==> src/hw/monitor_adc_defines.svh <==
// Register offsets, field positions, reset values and timing counts of the monitor converter
`ifndef MONITOR_ADC_DEFINES_SVH
`define MONITOR_ADC_DEFINES_SVH

// Register map
`define CTRL_ADDR        8'he4
`define FAULT_ADDR       8'hc0
`define RES_BASE_ADDR    8'hd0
`define RES_SPAN         8'h0c

// Control register fields
`define CTRL_HALT_BIT    0
`define CTRL_SEL_LSB     1
`define CTRL_SEL_MSB     3
`define CTRL_ALERT_BIT   4
`define CTRL_BUSY_BIT    5

// Fault register fields, one bit per channel from the LSB given
`define FAULT_UV_LSB     0
`define FAULT_OV_LSB     2

// Reset values
`define CTRL_HALT_RESET  1'b0
`define CTRL_ALERT_RESET 1'b0
`define CTRL_SEL_RESET   3'h0

// Channel codes
`define LAST_CHANNEL     3'h5

// Conversion timing
`define CLK_PERIOD_NS    100
`define CONV_TIME_NS     1000
`define CONV_CYCLES      8'(((`CONV_TIME_NS) + (`CLK_PERIOD_NS) - 1) / (`CLK_PERIOD_NS))

`endif

==> src/hw/monitor_adc_pkg.sv <==
// Types of the monitor converter control block
package monitor_adc_pkg;

  typedef enum logic [0:0] {
    CONV_IDLE = 1'b0,
    CONV_RUN  = 1'b1
  } conv_state_t;

  typedef enum logic [2:0] {
    CH_OUTPUT_VOLTAGE_1 = 3'b000,
    CH_OUTPUT_VOLTAGE_2 = 3'b001,
    CH_AUXILIARY_1      = 3'b010,
    CH_AUXILIARY_2      = 3'b011,
    CH_CURRENT_SENSE_1  = 3'b100,
    CH_CURRENT_SENSE_2  = 3'b101
  } channel_t;

  typedef struct packed {
    logic prev;
    logic flag;
  } fault_state_t;

  typedef struct packed {
    conv_state_t      mode;
    logic             halt;
    logic             alert_en;
    logic [2:0]       sel;
    logic [7:0]       cnt;
    logic [2:0]       sample_channel;
    logic [5:0][9:0]  result;
    logic [7:0]       rdata;
    logic             alert_n;
  } top_state_t;

endpackage : monitor_adc_pkg

==> src/hw/fault_edge_flag.sv <==
// Sticky fault flag set on an input's transition into its fault level
`timescale 1ns/1ps
`default_nettype none

module fault_edge_flag #(
  parameter bit ACTIVE = 1'b1
) (
  input  wire logic sys_clk,
  input  wire logic rst_n,
  input  wire logic level,
  input  wire logic clear,
  output logic      flag
);
  import monitor_adc_pkg::*;

  fault_state_t cur;
  fault_state_t next_cur;

  always_comb begin
    next_cur      = cur;
    next_cur.prev = level;
    if (clear) begin
      next_cur.flag = 1'b0;
    end
    // Set wins over a clear in the same cycle
    if (level == ACTIVE && cur.prev != ACTIVE) begin
      next_cur.flag = 1'b1;
    end
  end

  always_ff @(posedge sys_clk or negedge rst_n) begin
    if (!rst_n) begin
      cur.prev <= ~ACTIVE;
      cur.flag <= 1'b0;
    end else begin
      cur <= next_cur;
    end
  end

  assign flag = cur.flag;

endmodule : fault_edge_flag

`default_nettype wire

==> src/hw/monitor_adc_control.sv <==
// Monitor converter control, result registers and input fault flags
`timescale 1ns/1ps
`default_nettype none

`include "monitor_adc_defines.svh"

module monitor_adc_control (
  input  wire logic        sys_clk,
  input  wire logic        rst_n,
  input  wire logic [7:0]  reg_addr,
  input  wire logic [7:0]  reg_wdata,
  input  wire logic        reg_wr,
  input  wire logic        reg_rd,
  output logic      [7:0]  reg_rdata,
  input  wire logic [1:0]  undervoltage_input,
  input  wire logic [1:0]  overvoltage_input,
  input  wire logic [9:0]  sample_data,
  output logic      [2:0]  sample_channel,
  output logic             alert_n
);
  import monitor_adc_pkg::*;

  top_state_t  cur;
  top_state_t  next_cur;
  logic [1:0]  uv_flag;
  logic [1:0]  ov_flag;
  logic        ctrl_wr;
  logic        fault_wr;
  logic        res_hit;
  logic [7:0]  res_off;
  logic [2:0]  res_idx;
  logic        res_low;
  logic        single_req;
  logic        busy;
  logic [2:0]  chan_after;
  logic [7:0]  rd_mux;
  logic [7:0]  ctrl_word;
  logic [7:0]  fault_word;
  logic [7:0]  res_word;
  logic        res_wr;
  logic [2:0]  wr_sel;
  logic        conv_done;
  logic        halt_rise;

  ////////////////////////////////////////////////////////////////////////////
  // Address decode

  assign ctrl_wr    = reg_wr && (reg_addr == `CTRL_ADDR);
  assign fault_wr   = reg_wr && (reg_addr == `FAULT_ADDR);
  assign res_off    = reg_addr - `RES_BASE_ADDR;
  assign res_hit    = (reg_addr >= `RES_BASE_ADDR) && (res_off < `RES_SPAN);
  assign res_idx    = res_off[3:1];
  assign res_low    = res_off[0];
  assign wr_sel     = reg_wdata[`CTRL_SEL_MSB:`CTRL_SEL_LSB];
  assign single_req = ctrl_wr && reg_wdata[`CTRL_HALT_BIT]
                      && (wr_sel <= `LAST_CHANNEL);
  assign busy       = (cur.mode == CONV_RUN) || !cur.halt;
  assign chan_after = (cur.sample_channel == `LAST_CHANNEL) ? 3'h0 : cur.sample_channel + 3'h1;
  assign res_wr     = reg_wr && res_hit && cur.halt;
  // Last counted cycle of a running conversion
  assign conv_done  = (cur.mode == CONV_RUN) && (cur.cnt == 8'h01);
  assign halt_rise  = ctrl_wr && reg_wdata[`CTRL_HALT_BIT] && !cur.halt;

  ////////////////////////////////////////////////////////////////////////////
  // Input fault flags; a written zero clears a flag

  for (genvar ch = 0; ch < 2; ch++) begin : g_fault
    fault_edge_flag #(
      .ACTIVE (1'b0)
    ) u_uv (
      .sys_clk (sys_clk),
      .rst_n   (rst_n),
      .level   (undervoltage_input[ch]),
      .clear   (fault_wr && !reg_wdata[`FAULT_UV_LSB + ch]),
      .flag    (uv_flag[ch])
    );

    fault_edge_flag #(
      .ACTIVE (1'b1)
    ) u_ov (
      .sys_clk (sys_clk),
      .rst_n   (rst_n),
      .level   (overvoltage_input[ch]),
      .clear   (fault_wr && !reg_wdata[`FAULT_OV_LSB + ch]),
      .flag    (ov_flag[ch])
    );
  end

  ////////////////////////////////////////////////////////////////////////////
  // Read data

  // Reserved control bits stay zero
  always_comb begin
    ctrl_word                              = 8'h00;
    ctrl_word[`CTRL_HALT_BIT]              = cur.halt;
    ctrl_word[`CTRL_SEL_MSB:`CTRL_SEL_LSB] = cur.sel;
    ctrl_word[`CTRL_ALERT_BIT]             = cur.alert_en;
    ctrl_word[`CTRL_BUSY_BIT]              = busy;
  end

  always_comb begin
    fault_word                     = 8'h00;
    fault_word[`FAULT_UV_LSB +: 2] = uv_flag;
    fault_word[`FAULT_OV_LSB +: 2] = ov_flag;
  end

  // Index is only meaningful on a result hit
  always_comb begin
    res_word = 8'h00;
    if (res_hit && res_low) begin
      res_word[7:6] = cur.result[res_idx][1:0];
    end else if (res_hit) begin
      res_word = cur.result[res_idx][9:2];
    end
  end

  // Unmapped addresses read zero
  always_comb begin
    rd_mux = 8'h00;
    if (reg_addr == `CTRL_ADDR) begin
      rd_mux = ctrl_word;
    end else if (reg_addr == `FAULT_ADDR) begin
      rd_mux = fault_word;
    end else if (res_hit) begin
      rd_mux = res_word;
    end
  end

  ////////////////////////////////////////////////////////////////////////////
  // Control, converter sequencing and result storage

  always_comb begin
    next_cur = cur;

    if (reg_rd) begin
      next_cur.rdata = rd_mux;
    end

    if (ctrl_wr) begin
      next_cur.halt     = reg_wdata[`CTRL_HALT_BIT];
      next_cur.sel      = wr_sel;
      next_cur.alert_en = reg_wdata[`CTRL_ALERT_BIT];
      next_cur.alert_n  = 1'b1;
    end

    // Host result writes only while halted
    if (res_wr) begin
      if (res_low) begin
        next_cur.result[res_idx][1:0] = reg_wdata[7:6];
      end else begin
        next_cur.result[res_idx][9:2] = reg_wdata;
      end
    end

    unique case (cur.mode)
      CONV_IDLE: begin
        if (single_req) begin
          next_cur.mode           = CONV_RUN;
          next_cur.cnt            = `CONV_CYCLES;
          next_cur.sample_channel = reg_wdata[`CTRL_SEL_MSB:`CTRL_SEL_LSB];
        end else if (!next_cur.halt) begin
          next_cur.mode = CONV_RUN;
          next_cur.cnt  = `CONV_CYCLES;
        end
      end
      CONV_RUN: begin
        if (single_req) begin
          next_cur.cnt            = `CONV_CYCLES;
          next_cur.sample_channel = reg_wdata[`CTRL_SEL_MSB:`CTRL_SEL_LSB];
        end else if (halt_rise) begin
          next_cur.mode = CONV_IDLE;
        end else if (conv_done) begin
          // Completion wins over a host write of the same result
          next_cur.result[cur.sample_channel] = sample_data;
          if (cur.alert_en) begin
            next_cur.alert_n = 1'b0;
          end
          if (cur.halt) begin
            next_cur.mode = CONV_IDLE;
          end else begin
            next_cur.cnt            = `CONV_CYCLES;
            next_cur.sample_channel = chan_after;
          end
        end else begin
          next_cur.cnt = cur.cnt - 8'h01;
        end
      end
    endcase
  end

  always_ff @(posedge sys_clk or negedge rst_n) begin
    if (!rst_n) begin
      cur          <= '0;
      cur.mode     <= CONV_IDLE;
      cur.halt     <= `CTRL_HALT_RESET;
      cur.alert_en <= `CTRL_ALERT_RESET;
      cur.sel      <= `CTRL_SEL_RESET;
      cur.alert_n  <= 1'b1;
    end else begin
      cur <= next_cur;
    end
  end

  ////////////////////////////////////////////////////////////////////////////
  // Outputs

  assign reg_rdata      = cur.rdata;
  assign sample_channel = cur.sample_channel;
  assign alert_n        = cur.alert_n;

endmodule : monitor_adc_control

`default_nettype wire

==> config.mk <==
export PLATFORM = sky130hd
export DESIGN_NAME = monitor_adc_control
export DESIGN_NICKNAME = d
export VERILOG_FILES = /design/src/hw/monitor_adc_pkg.sv /design/src/hw/fault_edge_flag.sv /design/src/hw/monitor_adc_control.sv
export VERILOG_INCLUDE_DIRS = /design/src /design/src/hw
export SDC_FILE = /design/constraint.sdc
export NUM_CORES = 1
export LEC_CHECK = 0
export ABC_AREA = 1
export ABC_CLOCK_PERIOD_IN_PS = 1900
export BUFFER_PORTS_ARGS = -buffer_cell sky130_fd_sc_hd__buf_2
export CAP_MARGIN = 30
export CORE_MARGIN = 3
export CORE_UTILIZATION = 45
export DETAILED_ROUTE_END_ITERATION = 6
export HOLD_SLACK_MARGIN = 0.1
export PLACE_DENSITY = 0.69
export SYNTH_ARGS = -nofsm -noshare
export SYNTH_HDL_FRONTEND = slang
export SYNTH_SLANG_ARGS = --single-unit
==> constraint.sdc <==
create_clock -name sys_clk -period 1.9 [get_ports sys_clk]
set_input_delay 0.095 -clock sys_clk [delete_from_list [all_inputs] [get_ports sys_clk]]
set_output_delay 0.095 -clock sys_clk [all_outputs]
set_load 0.005 [all_outputs]
After elaboration in Yosys (flattened, before gate mapping)
Index checks and enable logic that the tools add are counted.

Equal/unequal tests: 10. Reduce and logical (&&, ||, !) cells: 32. $add $sub $neg: 3. Shifts and indexed selects: 0. Multiply operators: 0. Order comparisons: 7. Div/mod/pow operators: 0. Bitwise logic cells: 5. Muxes and demuxes: 52.

Operators with widths (number): 2-to-1 mux 60 bit (4); bitwise mux 60 bit (3); demux 10 bit (select 3 bit) (3); 2-to-1 mux 71 bit (1); 2-to-1 mux 63 bit (1); 2-to-1 mux 8 bit (6); binary-select mux 10 bit (select 3 bit) (1); 2-to-1 mux 10 bit (3); 2-to-1 mux 11 bit (2); case mux 11 bit (2 select lines) (1); logical AND 1 bit (20); 2-to-1 mux 1 bit (20); == test 8 bit, second input constant (2); == test 8 x 1 -> 1 bit, second input constant (1); >= comparator 8 bit, second input constant (1); less-than comparator 3 x 4 -> 1 bit, second input constant (2); less-than comparator 8 x 4 -> 1 bit, second input constant (1); nonzero test 2 bit (4); subtractor 8 x 1 -> 8 bit, second input constant (1); subtractor 8 bit, second input constant (1); >= comparator 3 x 1 -> 1 bit, second input constant (2); 2-to-1 mux 3 bit (2); 2-to-1 mux 6 bit (1); inequality test 3 bit, second input constant (2); 15 further kinds (24).

Input bits: 34. Memories kept: 0. Memory bits (read-only): 0. Output and inout port bits: 12. Memory bits (writable): 0. Latch bits: 0. Register bits after elaboration: 94.

Logic depth before layout (Yosys ltp)
Gate-level depths: netlist (run 1).

Depth after elaboration: 13. Depth in mapped cells: 12.

By module
A second synthesis (run 1) with hierarchy kept.

Cell total of the unflattened synthesis: 785. Area, all modules: 5614.1 um^2.

By module, submodules not included: monitor_adc_control (area an instance 5336.4 um^2, times used 1, cells an instance 757, seq. area each 2153.3 um^2); fault_edge_flag (g_fault[0].u_uv ...) (area an instance 70.1 um^2, times used 2, cells an instance 7, seq. area each 51.3 um^2); fault_edge_flag (g_fault[0].u_ov ...) (area an instance 68.8 um^2, times used 2, cells an instance 7, seq. area each 50.0 um^2).

Worst setup path before layout (run 1)
OpenSTA, ideal clock, no wires.

Path kind: register -> register. Start: register cur[74] (netlist bit). End: register cur[19] (netlist bit). Arrival time: 1.518 ns. Slack: 0.317 ns. Stages on the path, launching flop included: 9. Setup time: 0.065 ns. Cell sequence: dfrtp_1 -> nor2_1 -> nand3_1 -> nor2_2 -> buf_4 -> nand2_1 -> nor2_2 -> nand2_1 -> nand2_1.

RTL lines: start: declaration (line monitor_adc_control.sv:23) `top_state_t cur;`; start signal: assignment (line monitor_adc_control.sv:200) `cur <= next_cur;`.

==> results of run 1 <==
[how the worst min path moves through the flow]
stage / startpoint / end / depth (start not counted)
floorplan: rst_n / ctrl_word[0]$_DFF_PN0_ / 0
global placement: rst_n / reg_rdata[2]$_DFFE_PN0P_ / 1
detailed placement: rst_n / reg_rdata[5]$_DFFE_PN0P_ / 1
CTS: reg_wdata[0] / g_fault[0].u_uv.flag$_DFFE_PN0P_ / 3
global route: reg_wdata[0] / g_fault[0].u_uv.flag$_DFFE_PN0P_ / 3
finish: reg_wdata[0] / g_fault[0].u_uv.flag$_DFFE_PN0P_ / 3
[logic make-up after synthesis]
kind of cell             count (synthesis)
adder cells (fa/ha/maj)                  2
AND/OR/NAND/NOR                        453
buffers and inverters                   94
AO/OA/AOI/OAI                          118
flip-flops                              94
XOR/XNOR                                 4
[layout make-up]
| cell class | count | area, um^2 |
|---|---|---|
| flip-flops and latches | 94 | 2360 |
| fillers | 1117 | 5220 |
| well taps | 143 | 179 |
| repair buffers | 98 | 736 |
| clock buffers | 13 | 250 |
| multi-input cells | 577 | 2700 |
| clock inverters | 2 | 10.0 |
| inverters | 54 | 208 |
[cells in the final DEF (no fill, tap or decap), types with 2 or more instances in the layout]
| cell | n |
|---|---|
| clkbuf_16 | 9 |
| buf_4 | 30 |
| inv_1 | 48 |
| nand3_1 | 23 |
| nand3_2 | 2 |
| nand2_2 | 8 |
| or2_2 | 7 |
| ha_1 | 2 |
| xor2_1 | 2 |
| o21ai_0 | 96 |
| nand4_1 | 36 |
| xnor2_1 | 2 |
| dfstp_2 | 3 |
| inv_4 | 2 |
| clkbuf_1 | 3 |
| nand4_4 | 2 |
| nor3_1 | 10 |
| nand2_1 | 313 |
| dlygate4sd3_1 | 19 |
| dfrtp_1 | 91 |
| a21oi_1 | 7 |
| buf_2 | 44 |
| o22ai_1 | 11 |
| clkinv_2 | 2 |
| nor2_4 | 3 |
| buf_12 | 5 |
| inv_2 | 4 |
| nand4_2 | 3 |
| nor2_2 | 4 |
| nor2_1 | 36 |
[power by group through the flow]
stage / combinational, mW / sequential [mW] / clock (mW)
after floorplan: 1.44 / 2.77 / 0
after global placement: 1.99 / 2.84 / 0
after detailed placement: 2.05 / 2.85 / 0
after CTS: 2.09 / 2.82 / 1.68
after global routing: 2.44 / 2.89 / 1.76
final: 2.14 / 2.83 / 1.66
[synthesized netlist by cell type (2+ instances only)]
cell | number | share of area
inv_1 | 48 | 0.033
buf_1 | 2 | 0.0014
ha_1 | 2 | 0.0046
nand4_1 | 36 | 0.041
o21ai_0 | 96 | 0.087
buf_2 | 4 | 0.0036
xnor2_1 | 2 | 0.0032
nand4_2 | 3 | 0.0068
nand3_2 | 2 | 0.0036
nor2_1 | 36 | 0.025
nor2_2 | 4 | 0.0046
nand3_1 | 24 | 0.022
nand4_4 | 2 | 0.0077
inv_2 | 6 | 0.0041
o22ai_1 | 11 | 0.013
or2_2 | 7 | 0.0080
buf_6 | 6 | 0.012
nor3_1 | 10 | 0.0091
buf_4 | 13 | 0.018
dfstp_2 | 3 | 0.014
xor2_1 | 2 | 0.0032
dfrtp_1 | 91 | 0.41
clkbuf_1 | 14 | 0.0096
nand2_2 | 6 | 0.0068
a21oi_1 | 7 | 0.0064
nand2_1 | 315 | 0.22
nor2_4 | 3 | 0.0061
[repair_timing]
action	in CTS	in global routing
hold buffers	19	0
setup buffers	0	3
hold endpoints to repair	97	0
resized for setup	0	6
endpoints found under the setup margin	0	34
[state kept, by name (all words and copies together), names as in the netlist]
register	flops
alert_n	1
cur	69
g_fault.u_ov.flag	2
g_fault.u_uv.cur	2
ctrl_word	5
g_fault.u_ov.cur	2
sample_channel	3
g_fault.u_uv.flag	2
reg_rdata	8
[per-stage QoR]
stage	std cells	area [um^2]	hold WS [ns]	total power [mW]
2_1_floorplan	765	5500	-0.201	4.21
3_3_place_gp	944	5950	0.0863	4.83
3_5_place_dp	944	5950	0.0948	4.90
4_1_cts	978	6400	0.115	6.60
5_1_grt	981	6440	0.162	7.09
6_report	981	6440	0.124	6.63
[tightest hold or removal path: stages]
cell and delay (ns):
buf_2 0.17, o21ai_0 0.10, o21ai_0 0.06
[per-layer routing]
layer,GRT usage,vias to the layer above
met2,0.385,277
met5,0,-
met4,0.111,0
met1,0.375,2471
met3,0.0389,52
li1,-,2619
==> flow_summary.json, run 1 <==
{
  "cp_max_fo": 10,
  "synth_compound_area_frac": 0.111,
  "synth-edff-count": 0,
  "grt-ovfl-total": 0,
  "synthXorXnorAreaFrac": 0.00638,
  "p_sw_frac": 0.362,
  "grt_pass1_vias": 5139,
  "routed-wl-met2_mm": 7.39,
  "grt_antenna_before_repair": 0,
  "grt_pass1_wl_mm": 27.0,
  "vias": 5419,
  "die_h_um": 117,
  "start_util": 0.471,
  "synthToLayoutAreaGrowth_pct": 17.2,
  "pre_cts_ws_ns": -0.00233,
  "cpMostUsedCell": "nand2_1",
  "dr.pass1.iters": 5,
  "ys_ff_latch": 94,
  "crit_path_max_incr_delay_ns": 0.46,
  "setup_ws_ns": 0.117,
  "rsz0062_at_grt": "yes",
  "finalCritPeriodShare": 0.939,
  "cts_buffers": 9,
  "hpwl_mm": 11.9,
  "drtIter0Drc": 591,
  "die_w_um": 117,
  "yosysWarnings": 0,
  "wl_mm": 16.7,
  "route.detailed.wl_per_inst_um": 17.0,
  "grt_max_degree": 36,
  "cts_max_level": 3,
  "cp_num_buf_inv": 2,
  "core_um2": 11700,
  "portBuffers": 45,
  "crit_start": "ctrl_word[0]$_DFF_PN0_",
  "critPathArrivalTime_ns": 2.01,
  "synthDistinctLibCells": 37,
  "synth-main-ff-cell": "dfrtp_1",
  "rows": 39,
  "max_clock_freq_mhz": 561,
  "setup_viol": 0,
  "met1_length_mm": 7.41,
  "combPwrFrac": 0.323,
  "finalHoldViolations": 0,
  "r2r-end": "cur[53]$_DFF_PN0_",
  "seq_area_frac_synth": 0.429,
  "worst_pin_slew_ns": 0.492,
  "worstSetupPathType": "reg2reg",
  "num_antenna_cells": 0,
  "cp_top_family": "simple AND/OR/NAND/NOR gates",
  "fin_nets": 870,
  "slew_violations": 0,
  "muxShareOfSynthArea": 0,
  "synth-simple-area-share": 0.367,
  "powerDensity_nw_per_um2": 1030,
  "pwr-share-clk": 0.250,
  "ys_async_sr_fraction": 1.00,
  "utilization": 0.552,
  "crit_cells": 7,
  "cts_tree": "done",
  "cts_sinks": 94,
  "drc": 0,
  "worstSetupStartpointType": "flip-flop",
  "dieArea_um2": 13600,
  "clkSlewWorstSetupHoldPaths_ns": 0.06,
  "p_leak_nw": 3.39,
  "synth_top_family_by_area": "simple AND/OR/NAND/NOR gates",
  "via_per_inst": 5.52,
  "avgSynthCellArea_um2": 7.18,
  "slew_headroom": 0.672,
  "p_seq_frac": 0.427,
  "antenna_left": 0,
  "r2r.worst_path.cells": 7,
  "clock-root-buffer": "clkbuf_16",
  "syn_inst": 765,
  "reg2reg_slack_ns": 0.12,
  "synth_nets": 801,
  "tns_ns": 0,
  "clk_latency_ns": 0.34,
  "cap_violations": 0,
  "syn_area_um2": 5500,
  "grt_usage": 0.259,
  "drive_gt1_frac": 0.159,
  "final.min_clock_period_ns": 1.78,
  "timing.rr.start": "ctrl_word[0]$_DFF_PN0_",
  "io_pins": 46,
  "skew_ns": 0.00383,
  "endpoint_kind": "flip-flop",
  "synthAdderAreaFrac": 0.00455,
  "power.switching_mw": 2.40,
  "crit_slowest_cell": "dfrtp_1",
  "wl_met3_mm": 1.26,
  "path_cells": "inv_1 > nand4_4 > inv_2 > nor2_4 > nand4_2 > nand2_1 > nand2_1",
  "top_layer": "met4",
  "crit_path_end": "cur[53]$_DFF_PN0_",
  "cp.required_ns": 2.13,
  "status": "complete, no violations",
  "gp_congestion": 1.00,
  "internal-power_mw": 4.23,
  "cts.path.max_buffers": 2,
  "ir_drop_v": 0.000500,
  "hold_class": "in2reg"
}
Power figures use the tool's default switching activity.
==> run 2: changes to the inputs <==
--- a/config.mk
+++ b/config.mk
@@ -7,7 +7,7 @@
 export NUM_CORES = 1
 export LEC_CHECK = 0
 export ABC_AREA = 1
-export ABC_CLOCK_PERIOD_IN_PS = 1900
+export ABC_CLOCK_PERIOD_IN_PS = 2300
 export BUFFER_PORTS_ARGS = -buffer_cell sky130_fd_sc_hd__buf_2
 export CAP_MARGIN = 30
 export CORE_MARGIN = 3
@@ -15,6 +15,7 @@
 export DETAILED_ROUTE_END_ITERATION = 6
 export HOLD_SLACK_MARGIN = 0.1
 export PLACE_DENSITY = 0.69
+export SETUP_SLACK_MARGIN = 0.05
 export SYNTH_ARGS = -nofsm -noshare
 export SYNTH_HDL_FRONTEND = slang
 export SYNTH_SLANG_ARGS = --single-unit
==> constraint.sdc (replaced) <==
create_clock -name sys_clk -period 2.3 [get_ports sys_clk]
set_input_delay 0.115 -clock sys_clk [delete_from_list [all_inputs] [get_ports sys_clk]]
set_output_delay 0.115 -clock sys_clk [all_outputs]
set_load 0.005 [all_outputs]
==> run 2 against run 1 <==
  * Combinational power shrank 22%
  * Sequential share of layout area up 1.0 points
  * Non-clock buffer count down 24
  * Clock power about the same
  * Count of clock-buffer cells in the layout decreased by 3
  * Sequential cell count unchanged
  * Cell count is 2.3% lower
  * Critical path depth grew 1
  * Utilization fell by 1.5 points
  * Total power down 15%
  * Critical path type unchanged
  * Largest power group unchanged
  * Highest routed layer unchanged
==> flow_summary.json, run 2 (same netlist as run 1, synthesis figures left out) <==
{
  "start_util": 0.471,
  "drive_gt1_frac": 0.136,
  "die_w_um": 117,
  "wl_mm": 16.4,
  "cts_sinks": 94,
  "drtIter0Drc": 595,
  "layout_commonest_cell": "nand2_1",
  "placed_area_um2": 5760,
  "status": "complete, no violations",
  "worstSetupStartpointType": "flip-flop",
  "cts.path.max_buffers": 2,
  "worstSetupPathType": "reg2reg",
  "drc": 0,
  "whs_ns": 0.109,
  "cts_max_level": 3,
  "skew_ns": 0.00696,
  "fill_cells": 1108,
  "grt_use_met1": 0.363,
  "grt_pass1_vias": 5123,
  "grt_usage": 0.255,
  "setup_viol": 0,
  "cts_buffers": 9,
  "core_um2": 11700,
  "hold_class": "in2reg",
  "hpwl_mm": 11.3,
  "use_met3": 0.0534,
  "slew_violations": 0,
  "io_pins": 46,
  "cp_max_fo": 17,
  "finalHoldViolations": 0,
  "stdcell_area_um2": 6270,
  "via_per_inst": 5.61,
  "rows": 39,
  "rsz0062_at_grt": "no",
  "tns_ns": 0,
  "fin_nets": 846,
  "grt-ovfl-total": 0,
  "worst_pin_slew_ns": 0.549,
  "dieArea_um2": 13600,
  "slew_headroom": 0.633,
  "endpoint_kind": "flip-flop",
  "most-common-layout-cells": "nand2_1, o21ai_0, dfrtp_1, inv_1, buf_2",
  "largest_reg_flops": 69,
  "vias": 5370,
  "route.detailed.wl_per_inst_um": 17.1,
  "cap_violations": 0,
  "max_clock_freq_mhz": 485,
  "final.min_clock_period_ns": 2.06,
  "top_register": "cur",
  "p_leak_nw": 3.28,
  "cts.repair.resized": 0,
  "postCtsSetupRepairBufs": 0,
  "pre_cts_ws_ns": 0.257,
  "antenna_left": 0,
  "finalCritPeriodShare": 0.897,
  "cp.required_ns": 2.53,
  "critPathArrivalTime_ns": 2.29,
  "clk_latency_ns": 0.35,
  "gp_congestion": 0.982,
  "cts_tree": "done",
  "num_antenna_cells": 0,
  "grt_max_degree": 68,
  "grt_pass1_wl_mm": 26.6,
  "power_mw": 5.66,
  "powerDensity_nw_per_um2": 902,
  "die_h_um": 117,
  "met2_usage": 0.379,
  "setup_ws_ns": 0.238,
  "synthToLayoutAreaGrowth_pct": 14.1,
  "dr.pass1.iters": 5,
  "clkSlewWorstSetupHoldPaths_ns": 0.07,
  "ir_drop_v": 0.000482,
  "busiest_layer": "met2",
  "clock-root-buffer": "clkbuf_16",
  "portBuffers": 45,
  "grt_antenna_before_repair": 0
}
==> run 2: changes by cell type in the layout (fill, tap and decap cells not counted), moves of 2 or more <==
cell / before / now
clkbuf_1: 3 / 0
inv_4: 2 / 0
bufinv_16: 0 / 2
inv_2: 4 / 6
nand2_1: 313 / 315
nand2_2: 8 / 6
buf_12: 5 / 2
clkinv_2: 2 / 0
clkinvlp_4: 0 / 2
buf_4: 30 / 10
==> run 2: layout make-up <==
class	instances	area, um^2	area share
Inverter	54	203	0.0323
Clock inverter	6	92.6	0.0148
Clock buffer	10	239	0.0381
Sequential cell	94	2360	0.376
Timing Repair Buffer	74	515	0.0822
Multi-Input combinational cell	577	2690	0.428
Tap cell	143	179	0.0285
==> run 2: critical path, cell delays in order (launching register included) <==
cell and delay [ns]:
dfrtp_1 0.43, nor2_1 0.18, nand3_1 0.16, nor2_2 0.18, inv_2 0.08, nor2_4 0.38, nand2_2 0.29, nand2_1 0.15
nand2_1 0.08
==> run 2: timing repair <==
action | 4_1_cts | 5_1_grt
hold buffers | 18 | 0
endpoints found under the setup margin | 0 | 0
endpoints found under the hold margin | 66 | 0
==> run 2: where the power goes <==
group / total (mW) / internal (mW) / switching (mW)
clock: 1.65 / 0.988 / 0.663
combinational: 1.66 / 0.611 / 1.05
sequential: 2.35 / 2.07 / 0.283
==> run 2: per-stage QoR <==
stage	util	cells
after global routing	0.538	958
after detailed placement	0.494	924
final	0.538	958
after global placement	0.494	924
after CTS	0.538	958
after floorplan	-	765
==> run 2: final timing paths <==
kind,startpoint,to,slack [ns],cells past startpoint
worst max-delay path,cur[74]$_DFFE_PN0P_,cur[42]$_DFF_PN0_,0.24,8
worst min-delay path,sample_data[9],cur[28]$_DFF_PN0_,0.11,3
worst max register to register,cur[74]$_DFFE_PN0P_,cur[42]$_DFF_PN0_,0.24,8
worst min register to register,g_fault[1].u_ov.cur[1]$_DFF_PN0_,g_fault[1].u_ov.flag$_DFFE_PN0P_,0.42,1
max in group asynchronous,rst_n,alert_n$_DFF_PN1_,1.38,3
min in group asynchronous,rst_n,reg_rdata[0]$_DFFE_PN0P_,0.23,2
==> run 2: metal layers <==
layer  vias to the layer above  part of all wire
li1                       2570                 -
met1                      2527              0.46
met2                       237              0.44
met3                        36             0.077
met4                         0             0.023
met5                         -                 0
